## src/verilog/uhr_pkg.sv

```systemverilog
package uhr_pkg;

  // ****************************************
  // Host register addresses
  // ****************************************
  localparam logic [2:0] ADDR_DATA = 3'h0;
  localparam logic [2:0] ADDR_IER = 3'h1;
  localparam logic [2:0] ADDR_IIR = 3'h2;
  localparam logic [2:0] ADDR_LCR = 3'h3;
  localparam logic [2:0] ADDR_MCR = 3'h4;
  localparam logic [2:0] ADDR_LSR = 3'h5;
  localparam logic [2:0] ADDR_MSR = 3'h6;

  // ****************************************
  // Field positions
  // ****************************************
  localparam int LCR_DIV_ACCESS = 7;
  localparam int MCR_LOOP = 4;
  localparam int MCR_OUT2 = 3;
  localparam int MCR_OUT1 = 2;
  localparam int MCR_RTS = 1;
  localparam int MCR_DTR = 0;
  localparam int IER_MODEM = 3;
  localparam int IER_LINE = 2;
  localparam int IER_TX_HOLDING_EMPTY = 1;
  localparam int IER_RXDATA = 0;
  localparam int LSR_TRANSMITTER_EMPTY = 6;
  localparam int MSR_DCD = 7;
  localparam int MSR_RI = 6;
  localparam int MSR_DSR = 5;
  localparam int MSR_CTS = 4;
  localparam logic [1:0] MCR_IRQ_GATED = 2'h2;

  // ****************************************
  // Storage and timing
  // ****************************************
  localparam int PTR_W = 4;
  localparam int CNT_W = 5;
  localparam int DEPTH = 16;
  localparam logic [CNT_W-1:0] CAP_FIFO = 5'h10;
  localparam logic [CNT_W-1:0] CAP_SINGLE = 5'h01;
  localparam logic [CNT_W-1:0] TRIG_1 = 5'h01;
  localparam logic [CNT_W-1:0] TRIG_4 = 5'h04;
  localparam logic [CNT_W-1:0] TRIG_8 = 5'h08;
  localparam logic [CNT_W-1:0] TRIG_14 = 5'h0e;

  // ****************************************
  // Identification codes and reset values
  // ****************************************
  localparam logic [2:0] IID_LINE = 3'h3;
  localparam logic [2:0] IID_RXDATA = 3'h2;
  localparam logic [2:0] IID_TIMEOUT = 3'h6;
  localparam logic [2:0] IID_TX_HOLDING_EMPTY = 3'h1;
  localparam logic [2:0] IID_MODEM = 3'h0;
  localparam logic [1:0] IIR_FIFO_ON = 2'h3;
  localparam logic [1:0] IIR_FIFO_OFF = 2'h0;
  localparam logic [3:0] RST_IER = 4'h0;
  localparam logic [7:0] RST_LCR = 8'h00;
  localparam logic [4:0] RST_MCR = 5'h00;
  localparam logic [7:0] RST_DIV = 8'h00;

  typedef enum logic [3:0] {
    MPU_SEL_NONE = 4'h0,
    MPU_SEL_RXBUF = 4'h1,
    MPU_SEL_TXHOLD = 4'h2,
    MPU_SEL_LSR = 4'h3,
    MPU_SEL_MSR = 4'h4,
    MPU_SEL_IER = 4'h5,
    MPU_SEL_LCR = 4'h6,
    MPU_SEL_MCR = 4'h7,
    MPU_SEL_DIV_LO = 4'h8,
    MPU_SEL_DIV_HI = 4'h9
  } uhr_mpu_sel_type;

  typedef struct packed {
    logic rd;
    logic wr;
    uhr_mpu_sel_type sel;
    logic [7:0] wdata;
  } uhr_mpu_req_type;

  typedef struct packed {
    logic cs;
    logic rd;
    logic wr;
    logic [2:0] addr;
    logic [7:0] data;
  } uhr_host_bus_type;

endpackage : uhr_pkg

```

## src/verilog/uhr_host_port.sv

```systemverilog
// What this block does
// Identification bits 7:6 read 11 in FIFO mode, else 00.
// Identification bit 0 low while an enabled interrupt pends; bits 5:4 zero.
// Identification read freezes contents and pin; new events still recorded.
// Identification field reports highest pending source by fixed priority.
// Each interrupt source clears by its own documented access.
// Line status bit 7 shows any stored errored byte, FIFO mode only.
// Transmitter-empty written by processor, automatic in double buffer mode.
// Holding-empty sets when store empties, clears on host write.
// Host holding-empty delayed by transmit timer; processor copy undelayed.
// Processor error bits go to shadow, copied at next receive write.
// Byte errors appear at head, accumulate, clear on line status read.
// Receive write into full store flags overrun and drops the byte.
// Data ready set on receive write, optionally delayed; shadow undelayed.
// Interrupt enable bits 7:4 always read zero.
// Modem enable with any bit of modem status 3:0 raises the interrupt.
// Line enable with any of overrun, parity, framing, break raises it.
// Holding-empty and received-data enables raise their interrupts.
// Divisor access bit redirects addresses 0 and 1 to divisor bytes.
// Loop mode mirrors modem control outputs into modem status 3:0.
// Out2 gates interrupt pin drive when control bits 2:1 are 10.
// Processor writes modem status bits 7:4 itself.
// Delta bits set on changes, ring on falling edge; cleared by read.
// Read side effects happen once per read strobe, after capture.
module uhr_host_port (
  input wire logic I_CLK_SYS, // 50 MHz system clock
  input wire logic I_SYS_RST, // Synchronous reset, active high
  input wire logic I_HOST_CS_N, // Host chip select
  input wire logic I_HOST_RD_N, // Host read strobe
  input wire logic I_HOST_WR_N, // Host write strobe
  input wire logic [2:0] I_HOST_ADDR, // Host register address
  input wire logic [7:0] I_HOST_DATA, // Host write data
  output logic [7:0] O_HOST_DATA, // Host read data
  output logic O_HOST_DATA_OE, // Host data drive enable
  output logic O_HOST_IRQ, // Host interrupt level
  output logic O_HOST_IRQ_OE, // Host interrupt pin drive enable
  input wire uhr_pkg::uhr_mpu_req_type I_MPU_REQ, // Processor access
  output logic [7:0] O_MPU_RDATA, // Processor read data
  input wire logic I_FIFO_MODE, // FIFO mode enabled
  input wire logic [1:0] I_RX_TRIG_SEL, // Receive trigger level code
  input wire logic I_DBL_BUF_EN, // Double buffer mode
  input wire logic I_RX_TIMER_EN, // Receive delay enable
  input wire logic [7:0] I_RX_TIME_CONST, // Receive delay in cycles
  input wire logic I_TX_TIMER_EN, // Transmit delay enable
  input wire logic [7:0] I_TX_TIME_CONST, // Transmit delay in cycles
  input wire logic I_RX_TIMEOUT // Receiver timeout pulse
);

  // ****************************************
  // Host pin synchronisers
  // ****************************************
  uhr_pkg::uhr_host_bus_type pin_now, sync1_reg, sync2_reg, sync3_reg;
  logic rd_act, wr_act, rd_act_reg, wr_act_reg;
  logic rd_start, rd_end, wr_start;
  logic [2:0] rd_addr_reg;

  assign pin_now = '{cs: ~I_HOST_CS_N, rd: ~I_HOST_RD_N, wr: ~I_HOST_WR_N,
                     addr: I_HOST_ADDR, data: I_HOST_DATA};

  always_ff @(posedge I_CLK_SYS) begin
    if (I_SYS_RST) begin
      sync1_reg <= '0;
      sync2_reg <= '0;
      sync3_reg <= '0;
    end else begin
      sync1_reg <= pin_now;
      sync2_reg <= sync1_reg;
      sync3_reg <= sync2_reg;
    end
  end

  // Strobe counts only once stages two and three agree
  assign rd_act = (sync2_reg.cs & sync2_reg.rd) & (sync3_reg.cs & sync3_reg.rd) ? 1'b1 :
                  ((sync2_reg.cs & sync2_reg.rd) | (sync3_reg.cs & sync3_reg.rd)) & rd_act_reg;
  assign wr_act = (sync2_reg.cs & sync2_reg.wr) & (sync3_reg.cs & sync3_reg.wr) ? 1'b1 :
                  ((sync2_reg.cs & sync2_reg.wr) | (sync3_reg.cs & sync3_reg.wr)) & wr_act_reg;
  assign rd_start = rd_act & ~rd_act_reg;
  assign rd_end = ~rd_act & rd_act_reg;
  assign wr_start = wr_act & ~wr_act_reg;

  always_ff @(posedge I_CLK_SYS) begin
    if (I_SYS_RST) begin
      rd_act_reg <= 1'b0;
      wr_act_reg <= 1'b0;
      rd_addr_reg <= 3'h0;
    end else begin
      rd_act_reg <= rd_act;
      wr_act_reg <= wr_act;
      if (rd_start) begin
        rd_addr_reg <= sync3_reg.addr;
      end
    end
  end

  // ****************************************
  // Control registers
  // ****************************************
  logic [3:0] ier_reg;
  logic [7:0] lcr_reg, div_lo_reg, div_hi_reg;
  logic [4:0] mcr_reg;
  logic dlab;
  logic host_rd_fire, host_wr_data, host_rd_data, host_rd_iir, host_rd_lsr, host_rd_msr;

  assign dlab = lcr_reg[uhr_pkg::LCR_DIV_ACCESS];
  // Effects fire at the end of the strobe, after the value was captured
  assign host_rd_fire = rd_end;
  assign host_rd_data = host_rd_fire & (rd_addr_reg == uhr_pkg::ADDR_DATA) & ~dlab;
  assign host_rd_iir = host_rd_fire & (rd_addr_reg == uhr_pkg::ADDR_IIR);
  assign host_rd_lsr = host_rd_fire & (rd_addr_reg == uhr_pkg::ADDR_LSR);
  assign host_rd_msr = host_rd_fire & (rd_addr_reg == uhr_pkg::ADDR_MSR);
  assign host_wr_data = wr_start & (sync3_reg.addr == uhr_pkg::ADDR_DATA) & ~dlab;

  always_ff @(posedge I_CLK_SYS) begin
    if (I_SYS_RST) begin
      ier_reg <= uhr_pkg::RST_IER;
      lcr_reg <= uhr_pkg::RST_LCR;
      mcr_reg <= uhr_pkg::RST_MCR;
      div_lo_reg <= uhr_pkg::RST_DIV;
      div_hi_reg <= uhr_pkg::RST_DIV;
    end else if (wr_start) begin
      unique case (sync3_reg.addr)
        uhr_pkg::ADDR_DATA: if (dlab) div_lo_reg <= sync3_reg.data;
        uhr_pkg::ADDR_IER: begin
          if (dlab) begin
            div_hi_reg <= sync3_reg.data;
          end else begin
            ier_reg <= sync3_reg.data[3:0];
          end
        end
        uhr_pkg::ADDR_LCR: lcr_reg <= sync3_reg.data;
        uhr_pkg::ADDR_MCR: mcr_reg <= sync3_reg.data[4:0];
        default: ;
      endcase
    end
  end

  // ****************************************
  // Receive store
  // ****************************************
  localparam int DEPTH_RX = uhr_pkg::DEPTH;
  logic [7:0] rx_data_mem [DEPTH_RX];
  logic [2:0] rx_err_mem [DEPTH_RX];
  logic [uhr_pkg::PTR_W-1:0] rx_wr_ptr_reg, rx_rd_ptr_reg;
  logic [uhr_pkg::CNT_W-1:0] rx_cnt_reg, rx_cnt_next, cap, trig, tx_cnt_reg, tx_cnt_next;
  logic mpu_wr, mpu_rd, rx_push_req, rx_push, rx_pop, fifo_mode_reg, flush;

  assign mpu_wr = I_MPU_REQ.wr;
  assign mpu_rd = I_MPU_REQ.rd;
  assign cap = I_FIFO_MODE ? uhr_pkg::CAP_FIFO : uhr_pkg::CAP_SINGLE;
  // Changing mode throws away both stores
  assign flush = fifo_mode_reg != I_FIFO_MODE;
  assign rx_push_req = mpu_wr & (I_MPU_REQ.sel == uhr_pkg::MPU_SEL_RXBUF);
  assign rx_push = rx_push_req & (rx_cnt_reg < cap);
  assign rx_pop = host_rd_data & (rx_cnt_reg != '0);

  always_comb begin
    rx_cnt_next = rx_cnt_reg;
    if (flush) begin
      rx_cnt_next = '0;
    end else if (rx_push & ~rx_pop) begin
      rx_cnt_next = rx_cnt_reg + 5'h01;
    end else if (rx_pop & ~rx_push) begin
      rx_cnt_next = rx_cnt_reg - 5'h01;
    end
  end

  always_comb begin
    unique case (I_RX_TRIG_SEL)
      2'h0: trig = uhr_pkg::TRIG_1;
      2'h1: trig = uhr_pkg::TRIG_4;
      2'h2: trig = uhr_pkg::TRIG_8;
      2'h3: trig = uhr_pkg::TRIG_14;
    endcase
  end

  logic [2:0] err_shadow_reg;

  always_ff @(posedge I_CLK_SYS) begin
    if (I_SYS_RST) begin
      rx_wr_ptr_reg <= '0;
      rx_rd_ptr_reg <= '0;
      rx_cnt_reg <= '0;
      fifo_mode_reg <= 1'b0;
    end else begin
      fifo_mode_reg <= I_FIFO_MODE;
      rx_cnt_reg <= rx_cnt_next;
      if (flush) begin
        rx_wr_ptr_reg <= '0;
        rx_rd_ptr_reg <= '0;
      end else begin
        if (rx_push) begin
          rx_wr_ptr_reg <= rx_wr_ptr_reg + 4'h1;
        end
        if (rx_pop) begin
          rx_rd_ptr_reg <= rx_rd_ptr_reg + 4'h1;
        end
      end
    end
  end

  // Data storage needs no reset; occupancy is tracked by the count
  always_ff @(posedge I_CLK_SYS) begin
    if (rx_push) begin
      rx_data_mem[rx_wr_ptr_reg] <= I_MPU_REQ.wdata;
      rx_err_mem[rx_wr_ptr_reg] <= err_shadow_reg;
    end
  end

  // Shadow errors are consumed by every receive write, stored or not
  always_ff @(posedge I_CLK_SYS) begin
    if (I_SYS_RST) begin
      err_shadow_reg <= 3'h0;
    end else if (rx_push_req) begin
      err_shadow_reg <= 3'h0;
    end else if (mpu_wr & (I_MPU_REQ.sel == uhr_pkg::MPU_SEL_LSR)) begin
      err_shadow_reg <= I_MPU_REQ.wdata[4:2];
    end
  end

  logic fifo_err_any;

  always_comb begin
    fifo_err_any = 1'b0;
    for (int i = 0; i < DEPTH_RX; i++) begin
      if (5'(i) < rx_cnt_reg) begin
        fifo_err_any = fifo_err_any | (|rx_err_mem[4'(rx_rd_ptr_reg + 4'(i))]);
      end
    end
  end

  // ****************************************
  // Line status
  // ****************************************
  logic head_new, head_new_reg, overrun_reg, transmitter_empty_reg, timeout_reg;
  logic [2:0] lsr_err_reg;
  logic [7:0] rx_delay_reg;
  logic dr_host_reg, lsr_bit7;

  // A byte becomes head when it lands in an empty store or its predecessor leaves
  assign head_new = ~flush & (rx_pop ? (rx_cnt_next != '0) : (rx_push & (rx_cnt_reg == '0)));
  assign lsr_bit7 = I_FIFO_MODE & fifo_err_any;

  always_ff @(posedge I_CLK_SYS) begin
    if (I_SYS_RST) begin
      head_new_reg <= 1'b0;
      lsr_err_reg <= 3'h0;
      overrun_reg <= 1'b0;
    end else begin
      head_new_reg <= head_new;
      if (head_new_reg) begin
        lsr_err_reg <= lsr_err_reg | rx_err_mem[rx_rd_ptr_reg];
      end else if (host_rd_lsr) begin
        lsr_err_reg <= 3'h0;
      end
      if (rx_push_req & ~rx_push) begin
        overrun_reg <= 1'b1;
      end else if (host_rd_lsr) begin
        overrun_reg <= 1'b0;
      end
    end
  end

  always_ff @(posedge I_CLK_SYS) begin
    if (I_SYS_RST) begin
      transmitter_empty_reg <= 1'b1;
    end else if (I_DBL_BUF_EN) begin
      transmitter_empty_reg <= tx_cnt_reg == '0;
    end else if (mpu_wr & (I_MPU_REQ.sel == uhr_pkg::MPU_SEL_LSR)) begin
      transmitter_empty_reg <= I_MPU_REQ.wdata[uhr_pkg::LSR_TRANSMITTER_EMPTY];
    end
  end

  // Host data ready trails the processor's shadow by the receive delay
  always_ff @(posedge I_CLK_SYS) begin
    if (I_SYS_RST) begin
      dr_host_reg <= 1'b0;
      rx_delay_reg <= 8'h00;
    end else if (rx_cnt_next == '0) begin
      dr_host_reg <= 1'b0;
      rx_delay_reg <= 8'h00;
    end else if (rx_push & I_RX_TIMER_EN & (I_RX_TIME_CONST != 8'h00)) begin
      rx_delay_reg <= I_RX_TIME_CONST;
    end else if (rx_push) begin
      dr_host_reg <= 1'b1;
    end else if (rx_delay_reg != 8'h00) begin
      rx_delay_reg <= rx_delay_reg - 8'h01;
      if (rx_delay_reg == 8'h01) begin
        dr_host_reg <= 1'b1;
      end
    end
  end

  always_ff @(posedge I_CLK_SYS) begin
    if (I_SYS_RST) begin
      timeout_reg <= 1'b0;
    end else if (I_RX_TIMEOUT & (rx_cnt_reg != '0) & ~flush) begin
      timeout_reg <= 1'b1;
    end else if (host_rd_data | flush) begin
      timeout_reg <= 1'b0;
    end
  end

  // ****************************************
  // Transmit store
  // ****************************************
  logic [7:0] tx_mem [DEPTH_RX];
  logic [uhr_pkg::PTR_W-1:0] tx_wr_ptr_reg, tx_rd_ptr_reg;
  logic tx_push, tx_pop, tx_holding_empty_host_reg, tx_holding_empty_host_d_reg;
  logic [7:0] tx_delay_reg;

  assign tx_push = host_wr_data & (tx_cnt_reg < cap);
  assign tx_pop = mpu_rd & (I_MPU_REQ.sel == uhr_pkg::MPU_SEL_TXHOLD) & (tx_cnt_reg != '0);

  always_comb begin
    tx_cnt_next = tx_cnt_reg;
    if (flush) begin
      tx_cnt_next = '0;
    end else if (tx_push & ~tx_pop) begin
      tx_cnt_next = tx_cnt_reg + 5'h01;
    end else if (tx_pop & ~tx_push) begin
      tx_cnt_next = tx_cnt_reg - 5'h01;
    end
  end

  always_ff @(posedge I_CLK_SYS) begin
    if (I_SYS_RST) begin
      tx_wr_ptr_reg <= '0;
      tx_rd_ptr_reg <= '0;
      tx_cnt_reg <= '0;
    end else begin
      tx_cnt_reg <= tx_cnt_next;
      if (flush) begin
        tx_wr_ptr_reg <= '0;
        tx_rd_ptr_reg <= '0;
      end else begin
        if (tx_push) tx_wr_ptr_reg <= tx_wr_ptr_reg + 4'h1;
        if (tx_pop) tx_rd_ptr_reg <= tx_rd_ptr_reg + 4'h1;
      end
    end
  end

  always_ff @(posedge I_CLK_SYS) begin
    if (tx_push) begin
      tx_mem[tx_wr_ptr_reg] <= sync3_reg.data;
    end
  end

  // Shadow copy is the plain empty state; the host copy waits for the delay
  always_ff @(posedge I_CLK_SYS) begin
    if (I_SYS_RST) begin
      tx_holding_empty_host_reg <= 1'b1;
      tx_delay_reg <= 8'h00;
    end else if (tx_cnt_next != '0) begin
      tx_holding_empty_host_reg <= 1'b0;
      tx_delay_reg <= 8'h00;
    end else if (tx_pop & I_TX_TIMER_EN & (I_TX_TIME_CONST != 8'h00)) begin
      tx_delay_reg <= I_TX_TIME_CONST;
    end else if (tx_pop | flush) begin
      tx_holding_empty_host_reg <= 1'b1;
    end else if (tx_delay_reg != 8'h00) begin
      tx_delay_reg <= tx_delay_reg - 8'h01;
      if (tx_delay_reg == 8'h01) begin
        tx_holding_empty_host_reg <= 1'b1;
      end
    end
  end

  // ****************************************
  // Modem status
  // ****************************************
  logic [3:0] msr_hi_reg, delta_reg, delta_set, msr_lo;
  logic [7:0] msr_wr;

  assign msr_wr = I_MPU_REQ.wdata;

  always_comb begin
    delta_set = 4'h0;
    if (mpu_wr & (I_MPU_REQ.sel == uhr_pkg::MPU_SEL_MSR)) begin
      delta_set[3] = msr_wr[uhr_pkg::MSR_DCD] ^ msr_hi_reg[3];
      delta_set[2] = ~msr_wr[uhr_pkg::MSR_RI] & msr_hi_reg[2];
      delta_set[1] = msr_wr[uhr_pkg::MSR_DSR] ^ msr_hi_reg[1];
      delta_set[0] = msr_wr[uhr_pkg::MSR_CTS] ^ msr_hi_reg[0];
    end
  end

  always_ff @(posedge I_CLK_SYS) begin
    if (I_SYS_RST) begin
      msr_hi_reg <= 4'h0;
      delta_reg <= 4'h0;
    end else begin
      if (mpu_wr & (I_MPU_REQ.sel == uhr_pkg::MPU_SEL_MSR)) begin
        msr_hi_reg <= msr_wr[7:4];
      end
      // A change landing on the clearing read still counts
      delta_reg <= (host_rd_msr ? 4'h0 : delta_reg) | delta_set;
    end
  end

  assign msr_lo = mcr_reg[uhr_pkg::MCR_LOOP] ?
                  {mcr_reg[uhr_pkg::MCR_OUT1], mcr_reg[uhr_pkg::MCR_OUT2],
                   mcr_reg[uhr_pkg::MCR_DTR], mcr_reg[uhr_pkg::MCR_RTS]} : delta_reg;

  // ****************************************
  // Interrupt priority
  // ****************************************
  logic tx_holding_empty_int_reg, p_line, p_rx, p_to, p_tx_holding_empty, p_modem, any_pend;
  logic [2:0] iid;
  logic [7:0] iir_val, lsr_val, host_rd_val;
  logic iir_frozen;

  assign iir_frozen = rd_act_reg & (rd_addr_reg == uhr_pkg::ADDR_IIR);
  assign p_line = ier_reg[uhr_pkg::IER_LINE] & (overrun_reg | (|lsr_err_reg));
  assign p_rx = ier_reg[uhr_pkg::IER_RXDATA] & dr_host_reg &
                (~I_FIFO_MODE | (rx_cnt_reg >= trig));
  assign p_to = ier_reg[uhr_pkg::IER_RXDATA] & timeout_reg;
  assign p_tx_holding_empty = ier_reg[uhr_pkg::IER_TX_HOLDING_EMPTY] & tx_holding_empty_int_reg;
  assign p_modem = ier_reg[uhr_pkg::IER_MODEM] & (|msr_lo);
  assign any_pend = p_line | p_rx | p_to | p_tx_holding_empty | p_modem;

  always_comb begin
    if (p_line) iid = uhr_pkg::IID_LINE;
    else if (p_rx) iid = uhr_pkg::IID_RXDATA;
    else if (p_to) iid = uhr_pkg::IID_TIMEOUT;
    else if (p_tx_holding_empty) iid = uhr_pkg::IID_TX_HOLDING_EMPTY;
    else iid = uhr_pkg::IID_MODEM;
  end

  assign iir_val = {I_FIFO_MODE ? uhr_pkg::IIR_FIFO_ON : uhr_pkg::IIR_FIFO_OFF,
                    2'h0, iid, ~any_pend};

  // Latches the rise of enabled holding-empty, so enabling while empty fires too
  always_ff @(posedge I_CLK_SYS) begin
    if (I_SYS_RST) begin
      tx_holding_empty_host_d_reg <= 1'b0;
      tx_holding_empty_int_reg <= 1'b0;
    end else begin
      tx_holding_empty_host_d_reg <= tx_holding_empty_host_reg & ier_reg[uhr_pkg::IER_TX_HOLDING_EMPTY];
      if (tx_holding_empty_host_reg & ier_reg[uhr_pkg::IER_TX_HOLDING_EMPTY] & ~tx_holding_empty_host_d_reg) begin
        tx_holding_empty_int_reg <= 1'b1;
      end else if (host_wr_data | (host_rd_iir & (O_HOST_DATA[3:1] == uhr_pkg::IID_TX_HOLDING_EMPTY))) begin
        tx_holding_empty_int_reg <= 1'b0;
      end
    end
  end

  // ****************************************
  // Host read path and pins
  // ****************************************
  assign lsr_val = {lsr_bit7, transmitter_empty_reg, tx_holding_empty_host_reg, lsr_err_reg, overrun_reg, dr_host_reg};

  always_comb begin
    unique case (sync3_reg.addr)
      uhr_pkg::ADDR_DATA: host_rd_val = dlab ? div_lo_reg : rx_data_mem[rx_rd_ptr_reg];
      uhr_pkg::ADDR_IER: host_rd_val = dlab ? div_hi_reg : {4'h0, ier_reg};
      uhr_pkg::ADDR_IIR: host_rd_val = iir_val;
      uhr_pkg::ADDR_LCR: host_rd_val = lcr_reg;
      uhr_pkg::ADDR_MCR: host_rd_val = {3'h0, mcr_reg};
      uhr_pkg::ADDR_LSR: host_rd_val = lsr_val;
      uhr_pkg::ADDR_MSR: host_rd_val = {msr_hi_reg, msr_lo};
      default: host_rd_val = 8'h00;
    endcase
  end

  always_ff @(posedge I_CLK_SYS) begin
    if (I_SYS_RST) begin
      O_HOST_DATA <= 8'h00;
      O_HOST_DATA_OE <= 1'b0;
      O_HOST_IRQ <= 1'b0;
      O_HOST_IRQ_OE <= 1'b1;
    end else begin
      if (rd_start) begin
        O_HOST_DATA <= host_rd_val;
      end
      O_HOST_DATA_OE <= rd_act;
      if (~iir_frozen) begin
        O_HOST_IRQ <= any_pend;
      end
      O_HOST_IRQ_OE <= (mcr_reg[2:1] == uhr_pkg::MCR_IRQ_GATED) ?
                       mcr_reg[uhr_pkg::MCR_OUT2] : 1'b1;
    end
  end

  // ****************************************
  // Processor read path
  // ****************************************
  always_ff @(posedge I_CLK_SYS) begin
    if (I_SYS_RST) begin
      O_MPU_RDATA <= 8'h00;
    end else if (mpu_rd) begin
      unique case (I_MPU_REQ.sel)
        uhr_pkg::MPU_SEL_TXHOLD: O_MPU_RDATA <= tx_mem[tx_rd_ptr_reg];
        uhr_pkg::MPU_SEL_LSR: O_MPU_RDATA <= {lsr_bit7, transmitter_empty_reg, tx_cnt_reg == '0,
                                              lsr_err_reg, overrun_reg,
                                              rx_cnt_reg != '0};
        uhr_pkg::MPU_SEL_MSR: O_MPU_RDATA <= {msr_hi_reg, msr_lo};
        uhr_pkg::MPU_SEL_IER: O_MPU_RDATA <= {4'h0, ier_reg};
        uhr_pkg::MPU_SEL_LCR: O_MPU_RDATA <= lcr_reg;
        uhr_pkg::MPU_SEL_MCR: O_MPU_RDATA <= {3'h0, mcr_reg};
        uhr_pkg::MPU_SEL_DIV_LO: O_MPU_RDATA <= div_lo_reg;
        uhr_pkg::MPU_SEL_DIV_HI: O_MPU_RDATA <= div_hi_reg;
        default: O_MPU_RDATA <= 8'h00;
      endcase
    end
  end

endmodule : uhr_host_port

```

## config.mk

```make
export PLATFORM = sky130hd
export DESIGN_NAME = uhr_host_port
export DESIGN_NICKNAME = d
export VERILOG_FILES = /design/src/verilog/uhr_pkg.sv /design/src/verilog/uhr_host_port.sv
export SDC_FILE = /design/constraint.sdc
export NUM_CORES = 1
export LEC_CHECK = 0
export BUFFER_PORTS_ARGS = -buffer_cell sky130_fd_sc_hd__buf_2
export CAP_MARGIN = 20
export CORE_MARGIN = 4
export CORE_UTILIZATION = 62
export CTS_CLUSTER_DIAMETER = 200
export DETAILED_ROUTE_END_ITERATION = 8
export PLACE_DENSITY = 0.8
export SLEW_MARGIN = 15
export SYNTH_ARGS = -nofsm -noshare
export SYNTH_HDL_FRONTEND = slang
export SYNTH_SLANG_ARGS = --single-unit
```

## constraint.sdc

```tcl
create_clock -name I_CLK_SYS -period 4.82 [get_ports I_CLK_SYS]
set_input_delay 0.723 -clock I_CLK_SYS [delete_from_list [all_inputs] [get_ports I_CLK_SYS]]
set_output_delay 0.723 -clock I_CLK_SYS [all_outputs]
set_load 0.05 [all_outputs]
```

======== Word-level counts from Yosys, hierarchy flattened ========
Memories as Yosys holds them, arrays and structs flattened. A register that Yosys moved wholly into a read port is not among the register bits.
Cells that the tools add are included.
cells by class
  add/subtract/negate cells ............... 24
  multiply operators ...................... 0
  div/mod/pow operators ................... 0
  order comparisons ....................... 19
  equal/unequal tests ..................... 29
  shifts and indexed selects .............. 0
  muxes and demuxes ....................... 73
  bitwise logic cells ..................... 100
  reductions and logical operators ........ 57
operators by type and width
  operator               number
  $mux W8                8
  $pmux W8 S8            1
  $pmux W8 S7            1
  $and A1 B1 Y1          51
  $reduce_or A3 Y1       17
  $lt A4 B5 Y1 const A   8
  $mux W1                40
  $mux W4                9
  $mux W5                7
  $add A4 B4 Y4 const B  8
  $reduce_bool A8 Y1     4
  $or A1 B1 Y1           26
  $lt A3 B5 Y1 const A   4
  $pmux W5 S4            1
  $reduce_bool A5 Y1     4
  $not A1 Y1             18
  $reduce_bool A2 Y1     9
  $add A4 B1 Y4 const B  4
  $add A4 B3 Y4 const B  4
  $eq A4 B3 Y1 const B   4
  $eq A8 B1 Y1 const B   2
  $sub A8 B1 Y8 const B  2
  $eq A3 B3 Y1 const B   5
  $logic_not A5 Y1       3
  29 further kinds       62
word-level totals
  bits in registers ....................... 163
  latch bits .............................. 0
  memory bits (writable) .................. 304
  bits in read-only memories .............. 0
  bits of input ports ..................... 53
  output and inout port bits .............. 19
  memories kept ........................... 3
memory list
  memory       words  width  read ports  clocked after Yosys merged registers in  wr ports  RTL line              RTL
  rx_data_mem  16     8      1           1                                        1         uhr_host_port.sv:141  logic [7:0] rx_data_mem [DEPTH_RX];
  tx_mem       16     8      1           1                                        1         uhr_host_port.sv:306  logic [7:0] tx_mem [DEPTH_RX];
  rx_err_mem   16     3      16          1                                        1         uhr_host_port.sv:142  logic [2:0] rx_err_mem [DEPTH_RX];

======== Logic depth before layout (Yosys ltp) ========
Gate-level depths: netlist (run 1).
An unclocked memory read counts as a cell.
  depth in word-level cells ............... 35
  depth in mapped cells ................... 13

======== Worst setup path before layout (run 1) ========
Ideal clock, no wire load.
  path type ............................... input -> register
  from .................................... input port I_FIFO_MODE
  to ...................................... memory rx_data_mem[1][0], enable pin
  library setup time ...................... 0.393 ns
  arrival ................................. 3.132 ns
  required time ........................... 4.427 ns
  slack ................................... 1.295 ns
  stages on the path ...................... 8
  buffers on the path ..................... 2
  cell sequence ........................... clkbuf_1 inv_1 ha_1 o31a_1 nor2_1 clkbuf_1 nand2_1 nor3_1
on the way
  word-level cells in the longest chain between the ends .. 5
RTL lines
  item                           RTL line              RTL
  from (decl)                    uhr_host_port.sv:39   input wire logic I_FIFO_MODE,
  $mux W5                        uhr_host_port.sv:149  assign cap = I_FIFO_MODE ? uhr_pkg::CAP_FIFO : uhr_pkg::CAP_SINGLE;
  $lt A5 B5 Y1                   uhr_host_port.sv:153  assign rx_push = rx_push_req & (rx_cnt_reg < cap);
  $and A1 B1 Y1                  uhr_host_port.sv:153
  $mux W1                        uhr_host_port.sv:203  if (rx_push) begin
  $mux W1 (not written as such)  uhr_host_port.sv:204  rx_data_mem[rx_wr_ptr_reg] <= I_MPU_REQ.wdata;
  to (decl)                      uhr_host_port.sv:141
No other way between the ends.

======== Final worst setup path (run 1) ========
  from .................................... register rx_rd_ptr_reg[1] (netlist bit)
  to ...................................... register O_MPU_RDATA[7]
on the way
  word-level cells in the longest chain between the ends .. 35
  elaborated cells on any way between the ends .. 63
  classes of those cells .................. add/sub: 15; mux: 16; bitwise: 16; reduce/logical: 15; memory: 1
RTL lines
  item                    RTL line              RTL
  from (decl)             uhr_host_port.sv:143  logic [uhr_pkg::PTR_W-1:0] rx_wr_ptr_reg, rx_rd_ptr_reg;
  from (signal assigned)  uhr_host_port.sv:195  rx_rd_ptr_reg <= rx_rd_ptr_reg + 4'h1;
  $add A4 B1 Y4           uhr_host_port.sv:226  fifo_err_any = fifo_err_any | (|rx_err_mem[4'(rx_rd_ptr_reg + 4'(i))]);
  $mem_v2 Z16 W3 *        -
  $reduce_or A3 Y1        uhr_host_port.sv:226
  $or A1 B1 Y1            uhr_host_port.sv:226
  $mux W1                 uhr_host_port.sv:225  if (5'(i) < rx_cnt_reg) begin
  $or A1 B1 Y1            uhr_host_port.sv:226
  $mux W1                 uhr_host_port.sv:225
  $or A1 B1 Y1            uhr_host_port.sv:226
  (+19 left out)          -
  $or A1 B1 Y1            uhr_host_port.sv:226
  $mux W1                 uhr_host_port.sv:225
  $or A1 B1 Y1            uhr_host_port.sv:226
  $mux W1                 uhr_host_port.sv:225
  $or A1 B1 Y1            uhr_host_port.sv:226
  $mux W1 *               uhr_host_port.sv:225
  $and A1 B1 Y1 *         uhr_host_port.sv:241  assign lsr_bit7 = I_FIFO_MODE & fifo_err_any;
  $pmux W8 S8 *           uhr_host_port.sv:490  unique case (I_MPU_REQ.sel)
  to (signal assigned)    uhr_host_port.sv:491  uhr_pkg::MPU_SEL_TXHOLD: O_MPU_RDATA <= tx_mem[tx_rd_ptr_reg];
  to (signal assigned)    uhr_host_port.sv:492  uhr_pkg::MPU_SEL_LSR: O_MPU_RDATA <= {lsr_bit7, transmitter_empty_reg, tx_cnt_reg == '0,
  to (signal assigned)    uhr_host_port.sv:495  uhr_pkg::MPU_SEL_MSR: O_MPU_RDATA <= {msr_hi_reg, msr_lo};
  to (decl)               uhr_host_port.sv:38   output logic [7:0] O_MPU_RDATA,
Every way passes the cells marked *; elsewhere a longest branch is shown, timed or not.
A chain may end at the register's enable or synchronous reset.

==> Implementation_results.wiki, run 1 <==
{| class="wikitable"
! Metric !! Value
|-
| Distinct cell type count of the synthesized netlist || 84
|-
| Die height || 193 um
|-
| Cts bufs inserted || 48
|-
| Category of cells accounting for the largest share of critical-path delay || simple AND/OR/NAND/NOR gates
|-
| WL/cell || 24.3 um
|-
| Critical Path Fanout Max || 23
|-
| Share of post-route cells with drive strength above 1 || 19.7%
|-
| Pin count of the biggest net entering global routing || 78
|-
| Cell taking the most area after synthesis || sky130_fd_sc_hd__edfxtp_1
|-
| DP HPWL || 34.7 mm
|-
| Share of the cycle needed by the critical path after routing || 80.9%
|-
| PD cells || 362 nW/um2
|-
| Crit-path cells || inv_2 -> ha_1 -> nor4_1 -> a2111oi_0 -> nor4_1 -> nor3_1 -> or4b_1 -> nor4_1 -> o211ai_1
|-
| Worst Path Class, Setup || flop to flop
|-
| Port bufs || 71
|-
| Number of design-rule violations left by the first detailed-router iteration || 1768
|-
| Insertion delay to the later sink of the worst-skew pair || 0.57 ns
|-
| Global-route wire length before repair || 81.5 mm
|-
| Worst-case clock skew || 0.0191 ns
|-
| Net Count, Synth || 1701
|-
| Largest registers || rx_data_mem: 128 flops, tx_mem: 128 flops, rx_err_mem: 48 flops
|-
| Shortest period the worst path allows || 3.90 ns
|-
| Unrepaired setup endpoints after global routing || false
|-
| Final antenna diode count || 0
|-
| Total routing resource utilization after global routing || 28.5%
|-
| Final instance area || 23700 um2
|-
| CP max stage delay || 0.64 ns
|-
| Number of buffers added to fix hold violations after cts || 0
|-
| Critical path capture point type || flop
|-
| Required time of the critical path || 5.25 ns
|-
| Total negative setup slack || 0 ns
|-
| Post-cts gate resize count || 0
|-
| Dominant cells by area after synthesis || sky130_fd_sc_hd__edfxtp_1 (43%), sky130_fd_sc_hd__dfxtp_1 (16%), sky130_fd_sc_hd__mux4_2 (11%), sky130_fd_sc_hd__mux2i_1 (3.8%), sky130_fd_sc_hd__nor2_1 (3.1%)
|-
| Pins over their slew limit || 0
|-
| Max-cap check violation count || 0
|-
| Largest buffer count on any clock path || 3
|-
| Area after DPL || 22100 um2
|-
| Synthesized area divided by synthesized cell count || 13.1 um2
|-
| Standard cell core area || 33600 um2
|-
| CP Launch Type || flop
|-
| Sum of buffers and inverters on the critical path || 1
|-
| Status || completed
|-
| Detailed Routing Iterations Pass 1 || 6
|-
| Commonest cells after routing, fill and taps aside || sky130_fd_sc_hd__edfxtp_1 (304), sky130_fd_sc_hd__nor2_1 (174), sky130_fd_sc_hd__dfxtp_1 (168), sky130_fd_sc_hd__mux4_2 (100), sky130_fd_sc_hd__nand2_1 (92)
|-
| Synth Cell Area || 21200 um2
|-
| Worst min-delay path class || input port to flop
|-
| Most repeated library cell on the critical path || sky130_fd_sc_hd__nor4_1
|-
| CP Data Arrival Time || 4.33 ns
|-
| Net total in the final layout || 1771
|-
| H-tree levels || 2
|-
| Synth warnings || 0
|-
| Filler Cell Count || 2157
|-
| Number of instances in the synthesized netlist || 1616
|-
| Core Rows || 67
|-
| Via count of the routed design || 14211
|-
| Number of global-route vias before repair || 13839
|-
| Die span in x || 193 um
|-
| Leakage power || 7.76 nW
|-
| Setup Fix Bufs, Post-CTS || 0
|-
| Worst-case hold slack || 0.299 ns
|-
| Total Wirelength || 52.8 mm
|-
| Async set-or-reset flop fraction in the synthesized netlist || 0%
|-
| Flip-flop and latch count after synthesis || 475
|-
| Final setup violation count || 0
|-
| Peak Freq || 0.256 GHz
|-
| Critical-path cell with the highest stage delay || sky130_fd_sc_hd__dfxtp_1
|-
| Number of antenna violations at the first check in global routing || 0
|-
| Total gr overflow || 0
|-
| Cell chosen for the clock root || sky130_fd_sc_hd__clkbuf_16
|-
| Sequential area share after synthesis || 59.3%
|-
| Effective utilization at floorplan || 63.0%
|-
| Top-area cell type share of the netlist area || 43.1%
|-
| Transition time of the tightest slew-check pin || 1.05 ns
|-
| Via density per instance || 6.54
|-
| Antenna Nets Post-Route || 0
|-
| Clock tree from TritonCTS || yes
|-
| Hold violation total from the final report || 0
|-
| Syn-to-layout area delta || 12.1%
|-
| Weighted congestion at the end of routability-driven global placement || 0.980
|-
| IR drop worst, VDD || 331 uV
|-
| Clock Sink Count || 475
|-
| DRC violations left || 0
|-
| Headroom to the max-slew limit || 29.7%
|-
| Top Ports || 72
|-
| Floorplan die area || 37200 um2
|-
| Commonest non-fill, non-tap cell in the layout || sky130_fd_sc_hd__edfxtp_1
|-
| Leading register cell type out of synthesis || sky130_fd_sc_hd__edfxtp_1
|-
| Number of enable flip-flop cells after synthesis || 304
|-
| Worst-path clk slew || 0.06 ns
|}
[layer usage]
layer | routed length [um] | track usage, % | vias up | part of all wire, %
met2 | 25600 | 45.9 | 812 | 48
met3 | 4980 | 4.34 | 102 | 9.4
met5 | 0 | 0 | - | 0
met4 | 1370 | 7.41 | 0 | 2.6
met1 | 20900 | 41.2 | 6989 | 40
li1 | - | - | 6308 | -
[layout make-up]
cell class	count	area, um2	area share [%]
inverter	26	97.6	0.411
clock inverter	30	310	1.31
sequential	475	12600	52.9
multi-input combinational	1020	8180	34.4
tap	448	561	2.36
clock buffer	60	1340	5.65
timing repair buffer	115	701	2.95
[cells in the mapped netlist, types with 11 or more instances]
cell                       number
sky130_fd_sc_hd__xor2_1        14
sky130_fd_sc_hd__nand2b_1      12
sky130_fd_sc_hd__buf_1         20
sky130_fd_sc_hd__a31oi_1       12
sky130_fd_sc_hd__nand2_1       92
sky130_fd_sc_hd__ha_1          32
sky130_fd_sc_hd__a21oi_1       73
sky130_fd_sc_hd__nor4_1        21
sky130_fd_sc_hd__nor2_1       174
sky130_fd_sc_hd__mux2_2        13
sky130_fd_sc_hd__mux2i_1       81
sky130_fd_sc_hd__nand4_1       11
sky130_fd_sc_hd__xnor2_1       22
sky130_fd_sc_hd__mux4_2       100
sky130_fd_sc_hd__nand3_1       37
sky130_fd_sc_hd__or3_1         19
sky130_fd_sc_hd__o21ai_0       38
sky130_fd_sc_hd__nor3_1        38
sky130_fd_sc_hd__a22oi_1       22
sky130_fd_sc_hd__edfxtp_1     304
sky130_fd_sc_hd__nor2b_1       53
sky130_fd_sc_hd__clkbuf_1      63
sky130_fd_sc_hd__dfxtp_1      171
sky130_fd_sc_hd__inv_1         24
[power breakdown]
group	leakage, nW	internal (W)	switching [W]	total [W]
Sequential	3.95	0.00434	0.0000430	0.00439
Clock	0.818	0.00226	0.00160	0.00386
Combinational	2.99	0.000123	0.000214	0.000337
[final timing paths]
check / startpoint / end / slack [ns] / cells after the start
min: I_HOST_CS_N / sync1_reg[13]$_SDFF_PP0_ / 0.30 / 2
max: rx_rd_ptr_reg[1]$_SDFFE_PP0P_ / O_MPU_RDATA[7]$_SDFFE_PP0P_ / 0.92 / 9
min reg2reg: sync2_reg[7]$_SDFF_PP0_ / sync3_reg[7]$_SDFF_PP0_ / 0.43 / 1
max reg2reg: rx_rd_ptr_reg[1]$_SDFFE_PP0P_ / O_MPU_RDATA[7]$_SDFFE_PP0P_ / 0.92 / 9
[cells by family after synthesis]
logic type      synth area share [%]
compound gates                  7.78
xor+xnor                        1.49
flops                           59.3
fa+ha+maj                       2.03
mux                             15.2
simple gates                    12.0
buf+inv                         2.26
[stage by stage]
| step | setup slack [ns] | total power, W | cells | utilization [%] |
|---|---|---|---|---|
| 2_1_floorplan | 1.29 | 0.00469 | 1616 | - |
| 3_3_place_gp | 1.22 | 0.00479 | 2083 | 65.7 |
| 3_5_place_dp | 1.01 | 0.00480 | 2083 | 65.7 |
| 4_1_cts | 0.967 | 0.00861 | 2173 | 70.6 |
| 5_1_grt | 0.582 | 0.00885 | 2174 | 70.6 |
| 6_report | 0.920 | 0.00859 | 2174 | 70.6 |
[worst reg2reg max path, stage by stage, from the launching register on]
cell	delay, ns
sky130_fd_sc_hd__dfxtp_1	0.64
sky130_fd_sc_hd__inv_2	0.23
sky130_fd_sc_hd__ha_1	0.60
sky130_fd_sc_hd__nor4_1	0.37
sky130_fd_sc_hd__a2111oi_0	0.12
sky130_fd_sc_hd__nor4_1	0.57
sky130_fd_sc_hd__nor3_1	0.10
sky130_fd_sc_hd__or4b_1	0.51
sky130_fd_sc_hd__nor4_1	0.47
sky130_fd_sc_hd__o211ai_1	0.17
Note: power is estimated with default switching activity, not from simulation.
==> inputs of run 2 (changes only) <==
--- a/config.mk
+++ b/config.mk
@@ -5,13 +5,14 @@
 export SDC_FILE = /design/constraint.sdc
 export NUM_CORES = 1
 export LEC_CHECK = 0
+export ABC_AREA = 1
 export BUFFER_PORTS_ARGS = -buffer_cell sky130_fd_sc_hd__buf_2
 export CAP_MARGIN = 20
 export CORE_MARGIN = 4
-export CORE_UTILIZATION = 62
+export CORE_UTILIZATION = 56
 export CTS_CLUSTER_DIAMETER = 200
 export DETAILED_ROUTE_END_ITERATION = 8
-export PLACE_DENSITY = 0.8
+export PLACE_DENSITY = 0.76
 export SLEW_MARGIN = 15
 export SYNTH_ARGS = -nofsm -noshare
 export SYNTH_HDL_FRONTEND = slang
==> constraint.sdc (replaced) <==
create_clock -name I_CLK_SYS -period 3.35 [get_ports I_CLK_SYS]
set_input_delay 0.5025 -clock I_CLK_SYS [delete_from_list [all_inputs] [get_ports I_CLK_SYS]]
set_output_delay 0.5025 -clock I_CLK_SYS [all_outputs]
set_load 0.05 [all_outputs]
==> run 2 against run 1 <==
Design area increased by 4.4%. Combinational power increased by 82%. Area after synthesis increased by 5.0%. Critical path depth increased by 6. Critical endpoint is now O_HOST_DATA[0]$_SDFFE_PP0P_. Maximum frequency increased by 33%. Register-to-register slack got worse by 0.50 ns. Largest cell class unchanged. Core utilization decreased by 6.9 points. Global-route usage decreased by 1.1 points.
==> Implementation_results.wiki, run 2 <==
{| class="wikitable"
! Metric !! Value
|-
| Transition time of the tightest slew-check pin || 0.998 ns (-0.0561 ns)
|-
| Final antenna diode count || 0 (unchanged)
|-
| Max-cap check violation count || 0 (unchanged)
|-
| Critical path capture point type || flop
|-
| Syn-to-layout area delta || 11.5%
|-
| Headroom to the max-slew limit || 32.9% (+3.2 points)
|-
| Leading register cell type out of synthesis || sky130_fd_sc_hd__edfxtp_1
|-
| Startpoint of the most critical setup path || rx_cnt_reg[0]$_SDFF_PP0_
|-
| Flop-to-flop setup slack || 0.42 ns (-0.50 ns)
|-
| Critical Path Fanout Max || 9 (-61%)
|-
| DRC violations left || 0 (unchanged)
|-
| Source of the worst register-to-register timing path || rx_cnt_reg[0]$_SDFF_PP0_
|-
| Net Count, Synth || 2570 (+51%)
|-
| Unrepaired setup endpoints after global routing || false
|-
| Post-synth top cells || sky130_fd_sc_hd__nand2_1 (433), sky130_fd_sc_hd__nor2_1 (351), sky130_fd_sc_hd__edfxtp_1 (304), sky130_fd_sc_hd__nand3_1 (241), sky130_fd_sc_hd__o21ai_0 (231)
|-
| Sequential area share after synthesis || 56.4% (-2.8 points)
|-
| Post-cts gate resize count || 0 (unchanged)
|-
| Share of post-route cells with drive strength above 1 || 10.2% (-9.5 points)
|-
| Pins over their slew limit || 0 (unchanged)
|-
| Effective utilization at floorplan || 57.2% (-5.8 points)
|-
| Number of design-rule violations left by the first detailed-router iteration || 1903 (+7.6%)
|-
| Total routing resource utilization after global routing || 27.4% (-1.1 points)
|-
| Total Wirelength || 60.8 mm (+15%)
|-
| Port bufs || 71 (unchanged)
|-
| Worst reg-to-reg path cell count || 15 (+6)
|-
| Share of the cycle needed by the critical path after routing || 87.5% (+6.6 points)
|-
| Synthesized area divided by synthesized cell count || 8.95 um2 (-32%)
|-
| CP Data Arrival Time || 3.44 ns (-0.89 ns)
|-
| Global-route layer with the greatest usage || met2
|-
| Clock Sink Count || 475 (unchanged)
|-
| Met2 layer usage reported by global route || 42.5% (-3.4 points)
|-
| Final non-filler cell total || 3115 (+43%)
|-
| Worst-case clock skew || 0.0132 ns (-0.00592 ns)
|-
| Synth warnings || 0 (unchanged)
|-
| Detailed Routing Iterations Pass 1 || 6 (unchanged)
|-
| Number of buffers added to fix hold violations after cts || 0 (unchanged)
|-
| CP Launch Type || flop
|-
| Worst min-delay path class || input port to flop
|-
| Capture point of the worst reg-to-reg path || O_HOST_DATA[0]$_SDFFE_PP0P_
|-
| Worst Setup EP || O_HOST_DATA[0]$_SDFFE_PP0P_
|-
| Flip-flop and latch count after synthesis || 475 (unchanged)
|-
| H-tree levels || 2 (unchanged)
|-
| Worst Path Class, Setup || flop to flop
|-
| Global Route met3 Usage || 4.61% (+0.27 points)
|-
| Share of total power consumed by net switching || 21.9% (+0.28 points)
|-
| Largest buffer count on any clock path || 3 (unchanged)
|-
| Cell taking the most area after synthesis || sky130_fd_sc_hd__edfxtp_1
|-
| Via density per instance || 5.91 (-9.6%)
|-
| Dominant cells by area after synthesis || sky130_fd_sc_hd__edfxtp_1 (41%), sky130_fd_sc_hd__dfxtp_1 (15%), sky130_fd_sc_hd__nand2_1 (7.3%), sky130_fd_sc_hd__nor2_1 (5.9%), sky130_fd_sc_hd__nand3_1 (5.4%)
|-
| Hold violation total from the final report || 0 (unchanged)
|-
| Portion of total power attributed to combinational logic || 5.1% (+1.2 points)
|-
| Met1 routing resource usage after global routing || 40.1% (-1.2 points)
|-
| Total gr overflow || 0 (unchanged)
|-
| IR drop worst, VDD || 541 uV (+64%)
|-
| Standard cell core area || 38900 um2 (+16%)
|-
| Number of antenna violations at the first check in global routing || 2 (+2)
|-
| Die height || 207 um (+7.5%)
|-
| Global-route wire length before repair || 95.6 mm (+17%)
|-
| Insertion delay to the later sink of the worst-skew pair || 0.58 ns (about the same)
|-
| Synth Cell Area || 22200 um2 (+5.0%)
|-
| Pin count of the biggest net entering global routing || 93 (+19%)
|-
| Clock tree from TritonCTS || yes
|-
| Pint || 0.00950 W (+41%)
|-
| Total negative setup slack || 0 ns (unchanged)
|-
| DP HPWL || 42.2 mm (+22%)
|-
| Top-area cell type share of the netlist area || 41.0% (-2.1 points)
|-
| Die span in x || 207 um (+7.5%)
|-
| Most common cell in the netlist || sky130_fd_sc_hd__nand2_1
|-
| Leakage power || 9.53 nW (+23%)
|-
| Floorplan die area || 43000 um2 (+16%)
|-
| Setup Fix Bufs, Post-CTS || 0 (unchanged)
|-
| WL/cell || 19.5 um (-20%)
|-
| Final setup violation count || 0 (unchanged)
|-
| Status || completed
|-
| Number of global-route vias before repair || 17321 (+25%)
|-
| PD cells || 490 nW/um2 (+36%)
|-
| Top Ports || 72 (unchanged)
|-
| Clk pwr share || 43.0% (-2.0 points)
|-
| Largest registers || rx_data_mem: 128 flops, tx_mem: 128 flops, rx_err_mem: 48 flops
|-
| Via count of the routed design || 18413 (+30%)
|-
| Net Switching || 0.00267 W (+43%)
|-
| Async set-or-reset flop fraction in the synthesized netlist || 0% (unchanged)
|-
| Required time of the critical path || 3.85 ns (-1.40 ns)
|-
| Net total in the final layout || 2645 (+49%)
|-
| Setup slack of the critical path after layout || 0.417 ns (-0.503 ns)
|-
| Peak Freq || 0.341 GHz (+33%)
|-
| Number of instances in the synthesized netlist || 2485 (+54%)
|-
| Weighted congestion at the end of routability-driven global placement || 0.949 (-3.2%)
|-
| Setup slack after placement || 0.492 ns (-0.521 ns)
|-
| Antenna Nets Post-Route || 0 (unchanged)
|-
| Core Rows || 72 (+7.5%)
|-
| Filler Cell Count || 3218 (+49%)
|-
| Number of enable flip-flop cells after synthesis || 304 (unchanged)
|-
| Commonest non-fill, non-tap cell in the layout || sky130_fd_sc_hd__nand2_1
|-
| Worst-path clk slew || 0.06 ns (about the same)
|-
| Cts bufs inserted || 48 (unchanged)
|-
| Distinct cell type count of the synthesized netlist || 60 (-29%)
|-
| Proportion of power drawn by flip-flops and latches || 52.0% (+0.9 points)
|-
| Placed cell count || 3028 (+45%)
|-
| Shortest period the worst path allows || 2.93 ns (-0.967 ns)
|-
| Commonest cells after routing, fill and taps aside || sky130_fd_sc_hd__nand2_1 (433), sky130_fd_sc_hd__nor2_1 (351), sky130_fd_sc_hd__edfxtp_1 (304), sky130_fd_sc_hd__nand3_1 (241), sky130_fd_sc_hd__o21ai_0 (231)
|-
| Cell chosen for the clock root || sky130_fd_sc_hd__clkbuf_16
|}
==> run 2: worst min path at each step <==
| stage | from | depth (start not counted) | endpoint |
|---|---|---|---|
| 6_report | I_HOST_RD_N | 2 | sync1_reg[12]$_SDFF_PP0_ |
| 5_1_grt | I_HOST_CS_N | 2 | sync1_reg[13]$_SDFF_PP0_ |
| 4_1_cts | I_HOST_RD_N | 2 | sync1_reg[12]$_SDFF_PP0_ |
| 3_5_place_dp | sync2_reg[0]$_SDFF_PP0_ | 2 | sync3_reg[0]$_SDFF_PP0_ |
| 3_3_place_gp | sync2_reg[2]$_SDFF_PP0_ | 2 | sync3_reg[2]$_SDFF_PP0_ |
| 2_1_floorplan | sync1_reg[0]$_SDFF_PP0_ | 2 | sync2_reg[0]$_SDFF_PP0_ |
==> run 2: cell type report <==
class                      instances  area, um2  area share, %
multi-input combinational       1669       8330           33.6
inverter                         230        865           3.49
sequential                       475      12600           50.6
timing repair buffer             136        868           3.50
clock buffer                      58       1280           5.16
clock inverter                    29        250           1.01
tap                              518        648           2.61
==> run 2: per-stage QoR <==
stage                     util [%]  hold WS (ns)  instance area [um2]  total power (W)
after detailed placement      59.8         0.395                23300          0.00705
after CTS                     63.7        0.0448                24800           0.0122
after global placement        59.8         0.390                23300          0.00702
after global routing          63.7        0.0706                24800           0.0126
after floorplan                  -         0.388                22200          0.00685
final                         63.7        0.0715                24800           0.0122
==> run 2: kinds of logic (layout without fill, tap and decap cells) <==
group                    Yosys count  after routing  synth area share, %
AO/OA/AOI/OAI                    515            515                 13.8
AND/OR/NAND/NOR                 1100           1100                 21.0
flip-flops                       475            475                 56.4
buffers and inverters            341            453                 6.12
adder cells (fa/ha/maj)           32             32                 1.80
XOR/XNOR                          22             22                0.900
==> run 2: power groups by stage <==
stage,clock network (W),logic (W),registers (W)
CTS,0.00530,0.000608,0.00632
finish,0.00523,0.000614,0.00632
global placement,0,0.000578,0.00644
floorplan,0,0.000422,0.00643
global route,0.00555,0.000690,0.00633
detailed placement,0,0.000605,0.00645
==> run 2: worst max-delay path: stages (launching register included) <==
cell and delay, ns:
sky130_fd_sc_hd__dfxtp_1 0.43, sky130_fd_sc_hd__clkinv_1 0.35, sky130_fd_sc_hd__ha_1 0.40, sky130_fd_sc_hd__o21ai_0 0.17, sky130_fd_sc_hd__nand2_1 0.07, sky130_fd_sc_hd__a21oi_1 0.18, sky130_fd_sc_hd__o21ai_0 0.22, sky130_fd_sc_hd__nand3_1 0.16
sky130_fd_sc_hd__nand2_1 0.08, sky130_fd_sc_hd__nor2_1 0.09, sky130_fd_sc_hd__inv_1 0.05, sky130_fd_sc_hd__nor3_1 0.26, sky130_fd_sc_hd__nand2_1 0.09, sky130_fd_sc_hd__nand4_1 0.13, sky130_fd_sc_hd__nand2_1 0.08, sky130_fd_sc_hd__a21oi_1 0.12
==> run 2: metal layers <==
metal | routed length [um] | vias to the layer above
met4 | 1550 | 4
li1 | - | 8739
met1 | 26500 | 8705
met3 | 5390 | 122
met2 | 27300 | 843
met5 | 37 | -
==> inputs of run 3 (changes only) <==
--- a/config.mk
+++ b/config.mk
@@ -9,10 +9,10 @@
 export BUFFER_PORTS_ARGS = -buffer_cell sky130_fd_sc_hd__buf_2
 export CAP_MARGIN = 20
 export CORE_MARGIN = 4
-export CORE_UTILIZATION = 56
+export CORE_UTILIZATION = 65
 export CTS_CLUSTER_DIAMETER = 200
 export DETAILED_ROUTE_END_ITERATION = 8
-export PLACE_DENSITY = 0.76
+export PLACE_DENSITY = 0.83
 export SLEW_MARGIN = 15
 export SYNTH_ARGS = -nofsm -noshare
 export SYNTH_HDL_FRONTEND = slang
==> constraint.sdc (replaced) <==
create_clock -name I_CLK_SYS -period 3.4 [get_ports I_CLK_SYS]
set_input_delay 0.51 -clock I_CLK_SYS [delete_from_list [all_inputs] [get_ports I_CLK_SYS]]
set_output_delay 0.51 -clock I_CLK_SYS [all_outputs]
set_load 0.05 [all_outputs]
==> run 3 against run 2 <==
Non-clock buffer count down 9. Flip-flop and latch count unchanged. Count of clock-buffer cells in the layout up 11. Design area down 0.46%. Sequential share of layout area up 0.24 points. Die area down 13%. Highest routed layer is now met4. Critical path depth up 3. Via count up 3.8%. Wire length up 5.1%. Core utilization up 9.7 points. Clock power up 0.8%. Critical endpoint is now O_HOST_DATA[7]$_SDFFE_PP0P_. Worst setup slack better by 0.15 ns.
==> Implementation_results.wiki, run 3 (same netlist as run 2, synthesis figures left out) <==
{| class="wikitable"
! Metric !! Value
|-
| Worst-case clock skew || 0.0168 ns (+0.00364 ns)
|-
| Share of post-route cells with drive strength above 1 || 9.89% (-0.31 points)
|-
| Leakage power || 9.49 nW (-0.33%)
|-
| Headroom to the max-slew limit || 33.7% (+0.83 points)
|-
| Flop-to-flop setup slack || 0.57 ns (+0.15 ns)
|-
| Total routing resource utilization after global routing || 33.9% (+6.5 points)
|-
| Port bufs || 71 (unchanged)
|-
| CP Data Arrival Time || 3.28 ns (-0.16 ns)
|-
| Met3 WL || 6.57 mm (+22%)
|-
| Floorplan die area || 37200 um2 (-13%)
|-
| Number of antenna violations at the first check in global routing || 0 (-2)
|-
| Peak Freq || 0.353 GHz (+3.6%)
|-
| Weighted congestion at the end of routability-driven global placement || 1.07 (+13%)
|-
| Total negative setup slack || 0 ns (unchanged)
|-
| Largest buffer count on any clock path || 3 (unchanged)
|-
| Final antenna diode count || 0 (unchanged)
|-
| IR drop worst, VDD || 935 uV (+73%)
|-
| Max-cap check violation count || 0 (unchanged)
|-
| Status || completed
|-
| Clock tree from TritonCTS || yes
|-
| Detailed Routing Iterations Pass 1 || 6 (unchanged)
|-
| Die height || 193 um (-6.9%)
|-
| Final instance area || 24700 um2 (-0.46%)
|-
| Via count of the routed design || 19114 (+3.8%)
|-
| Setup Fix Bufs, Post-CTS || 0 (unchanged)
|-
| DP HPWL || 43.4 mm (+2.9%)
|-
| Worst-path clk slew || 0.07 ns (about the same)
|-
| Commonest cells after routing, fill and taps aside || sky130_fd_sc_hd__nand2_1 (433), sky130_fd_sc_hd__nor2_1 (351), sky130_fd_sc_hd__edfxtp_1 (304), sky130_fd_sc_hd__nand3_1 (241), sky130_fd_sc_hd__o21ai_0 (231)
|-
| Highest routed layer || met4
|-
| Number of design-rule violations left by the first detailed-router iteration || 2520 (+32%)
|-
| Area after DPL || 23100 um2 (-0.67%)
|-
| DRC violations left || 0 (unchanged)
|-
| Worst Path Class, Setup || flop to flop
|-
| Commonest non-fill, non-tap cell in the layout || sky130_fd_sc_hd__nand2_1
|-
| Antenna Nets Post-Route || 0 (unchanged)
|-
| Via density per instance || 6.30 (+6.5%)
|-
| Core Rows || 67 (-6.9%)
|-
| Post-cts gate resize count || 0 (unchanged)
|-
| Cts bufs inserted || 47 (-2.1%)
|-
| Final setup violation count || 0 (unchanged)
|-
| H-tree levels || 2 (unchanged)
|-
| Critical Path Fanout Max || 26 (+17)
|-
| CP Launch Type || flop
|-
| Effective utilization at floorplan || 66.2% (+9.0 points)
|-
| Clock Sink Count || 475 (unchanged)
|-
| Detailed-routing wirelength on met1 || 25.4 mm (-4.2%)
|-
| Shortest period the worst path allows || 2.83 ns (-0.102 ns)
|-
| Worst-case hold slack || 0.0867 ns (+0.0152 ns)
|-
| Total gr overflow || 0 (unchanged)
|-
| Global-route wire length before repair || 98.2 mm (+2.7%)
|-
| Wire length on met2 || 29.3 mm (+7.3%)
|-
| Hold violation total from the final report || 0 (unchanged)
|-
| Pin count of the biggest net entering global routing || 93 (unchanged)
|-
| Worst min-delay path class || input port to flop
|-
| Net total in the final layout || 2635 (-0.38%)
|-
| Largest registers || rx_data_mem: 128 flops, tx_mem: 128 flops, rx_err_mem: 48 flops
|-
| Critical path capture point type || flop
|-
| WL/cell || 21.1 um (+7.8%)
|-
| Filler Cell Count || 2427 (-25%)
|-
| Insertion delay to the later sink of the worst-skew pair || 0.59 ns (about the same)
|-
| Top Ports || 72 (unchanged)
|-
| PD cells || 491 nW/um2 (+0.12%)
|-
| Pins over their slew limit || 0 (unchanged)
|-
| Syn-to-layout area delta || 11.0%
|-
| Number of buffers added to fix hold violations after cts || 0 (unchanged)
|-
| Share of the cycle needed by the critical path after routing || 83.3% (-4.3 points)
|-
| Cell chosen for the clock root || sky130_fd_sc_hd__clkbuf_16
|-
| Transition time of the tightest slew-check pin || 0.985 ns (-0.0124 ns)
|-
| Required time of the critical path || 3.84 ns (about the same)
|-
| Die span in x || 193 um (-6.9%)
|-
| Total Wirelength || 63.9 mm (+5.1%)
|-
| Number of global-route vias before repair || 17971 (+3.8%)
|-
| Standard cell core area || 33600 um2 (-14%)
|-
| Unrepaired setup endpoints after global routing || false
|}
## run 3: changes by cell type in the layout (fill, tap and decap cells not counted), moves of 4 or more
cell                       change
sky130_fd_sc_hd__buf_4         -9
sky130_fd_sc_hd__clkbuf_1      +6
sky130_fd_sc_hd__clkbuf_8      +6
sky130_fd_sc_hd__clkinv_1      -6
sky130_fd_sc_hd__clkinv_2      -4
## run 3: path summary, 6_finish.rpt
path	from	to	cells past startpoint
worst max-delay path	rx_rd_ptr_reg[0]$_SDFFE_PP0P_	O_HOST_DATA[7]$_SDFFE_PP0P_	18
worst min-delay path	I_HOST_CS_N	sync1_reg[13]$_SDFF_PP0_	2
worst max register to register	rx_rd_ptr_reg[0]$_SDFFE_PP0P_	O_HOST_DATA[7]$_SDFFE_PP0P_	18
worst min register to register	sync2_reg[4]$_SDFF_PP0_	sync3_reg[4]$_SDFF_PP0_	2
## run 3: through the flow
step	cells	worst slack [ns]	util [%]	total power, W
global placement	2949	0.634	68.8	0.00692
floorplan	2485	0.673	-	0.00675
finish	3036	0.569	73.4	0.0121
CTS	3036	0.632	73.4	0.0121
global route	3036	0.329	73.4	0.0125
detailed placement	2949	0.459	68.8	0.00695
## run 3: critical path, stage by stage (launching register included)
cell,delay (ns)
sky130_fd_sc_hd__dfxtp_2,0.43
sky130_fd_sc_hd__inv_2,0.07
sky130_fd_sc_hd__ha_1,0.35
sky130_fd_sc_hd__inv_2,0.35
sky130_fd_sc_hd__nand3_1,0.17
sky130_fd_sc_hd__nand3_1,0.13
sky130_fd_sc_hd__nand2_1,0.07
sky130_fd_sc_hd__a21oi_1,0.21
sky130_fd_sc_hd__nand3_1,0.11
sky130_fd_sc_hd__nand2_1,0.08
sky130_fd_sc_hd__nand2_1,0.05
sky130_fd_sc_hd__nand2_1,0.05
sky130_fd_sc_hd__nand2_1,0.05
sky130_fd_sc_hd__nor2_1,0.10
sky130_fd_sc_hd__nand2_1,0.14
sky130_fd_sc_hd__nand3_1,0.11
sky130_fd_sc_hd__nand2_1,0.05
sky130_fd_sc_hd__nand2_1,0.07
sky130_fd_sc_hd__a21oi_1,0.07
## run 3: power by group
| part | internal (W) | leakage, nW | switching (W) | total [W] |
|---|---|---|---|---|
| combinational | 0.000206 | 4.57 | 0.000411 | 0.000617 |
| sequential | 0.00617 | 4.16 | 0.0000638 | 0.00623 |
| clock | 0.00309 | 0.769 | 0.00219 | 0.00527 |
## run 3: layout make-up
type | count | area, um2 | share of cell area (%)
sequential | 475 | 12600 | 50.9
multi-input combinational | 1669 | 8330 | 33.8
clock buffer | 69 | 1360 | 5.51
inverter | 230 | 865 | 3.50
timing repair buffer | 127 | 801 | 3.24
tap | 448 | 561 | 2.27
clock inverter | 18 | 210 | 0.852
## run 3: layer usage
metal / GRT usage [%] / vias to the layer above
met1: 47.4 / 9076
met3: 6.86 / 202
li1: - / 8717
met2: 52.8 / 1119
met4: 13.1 / 0
met5: 0 / -
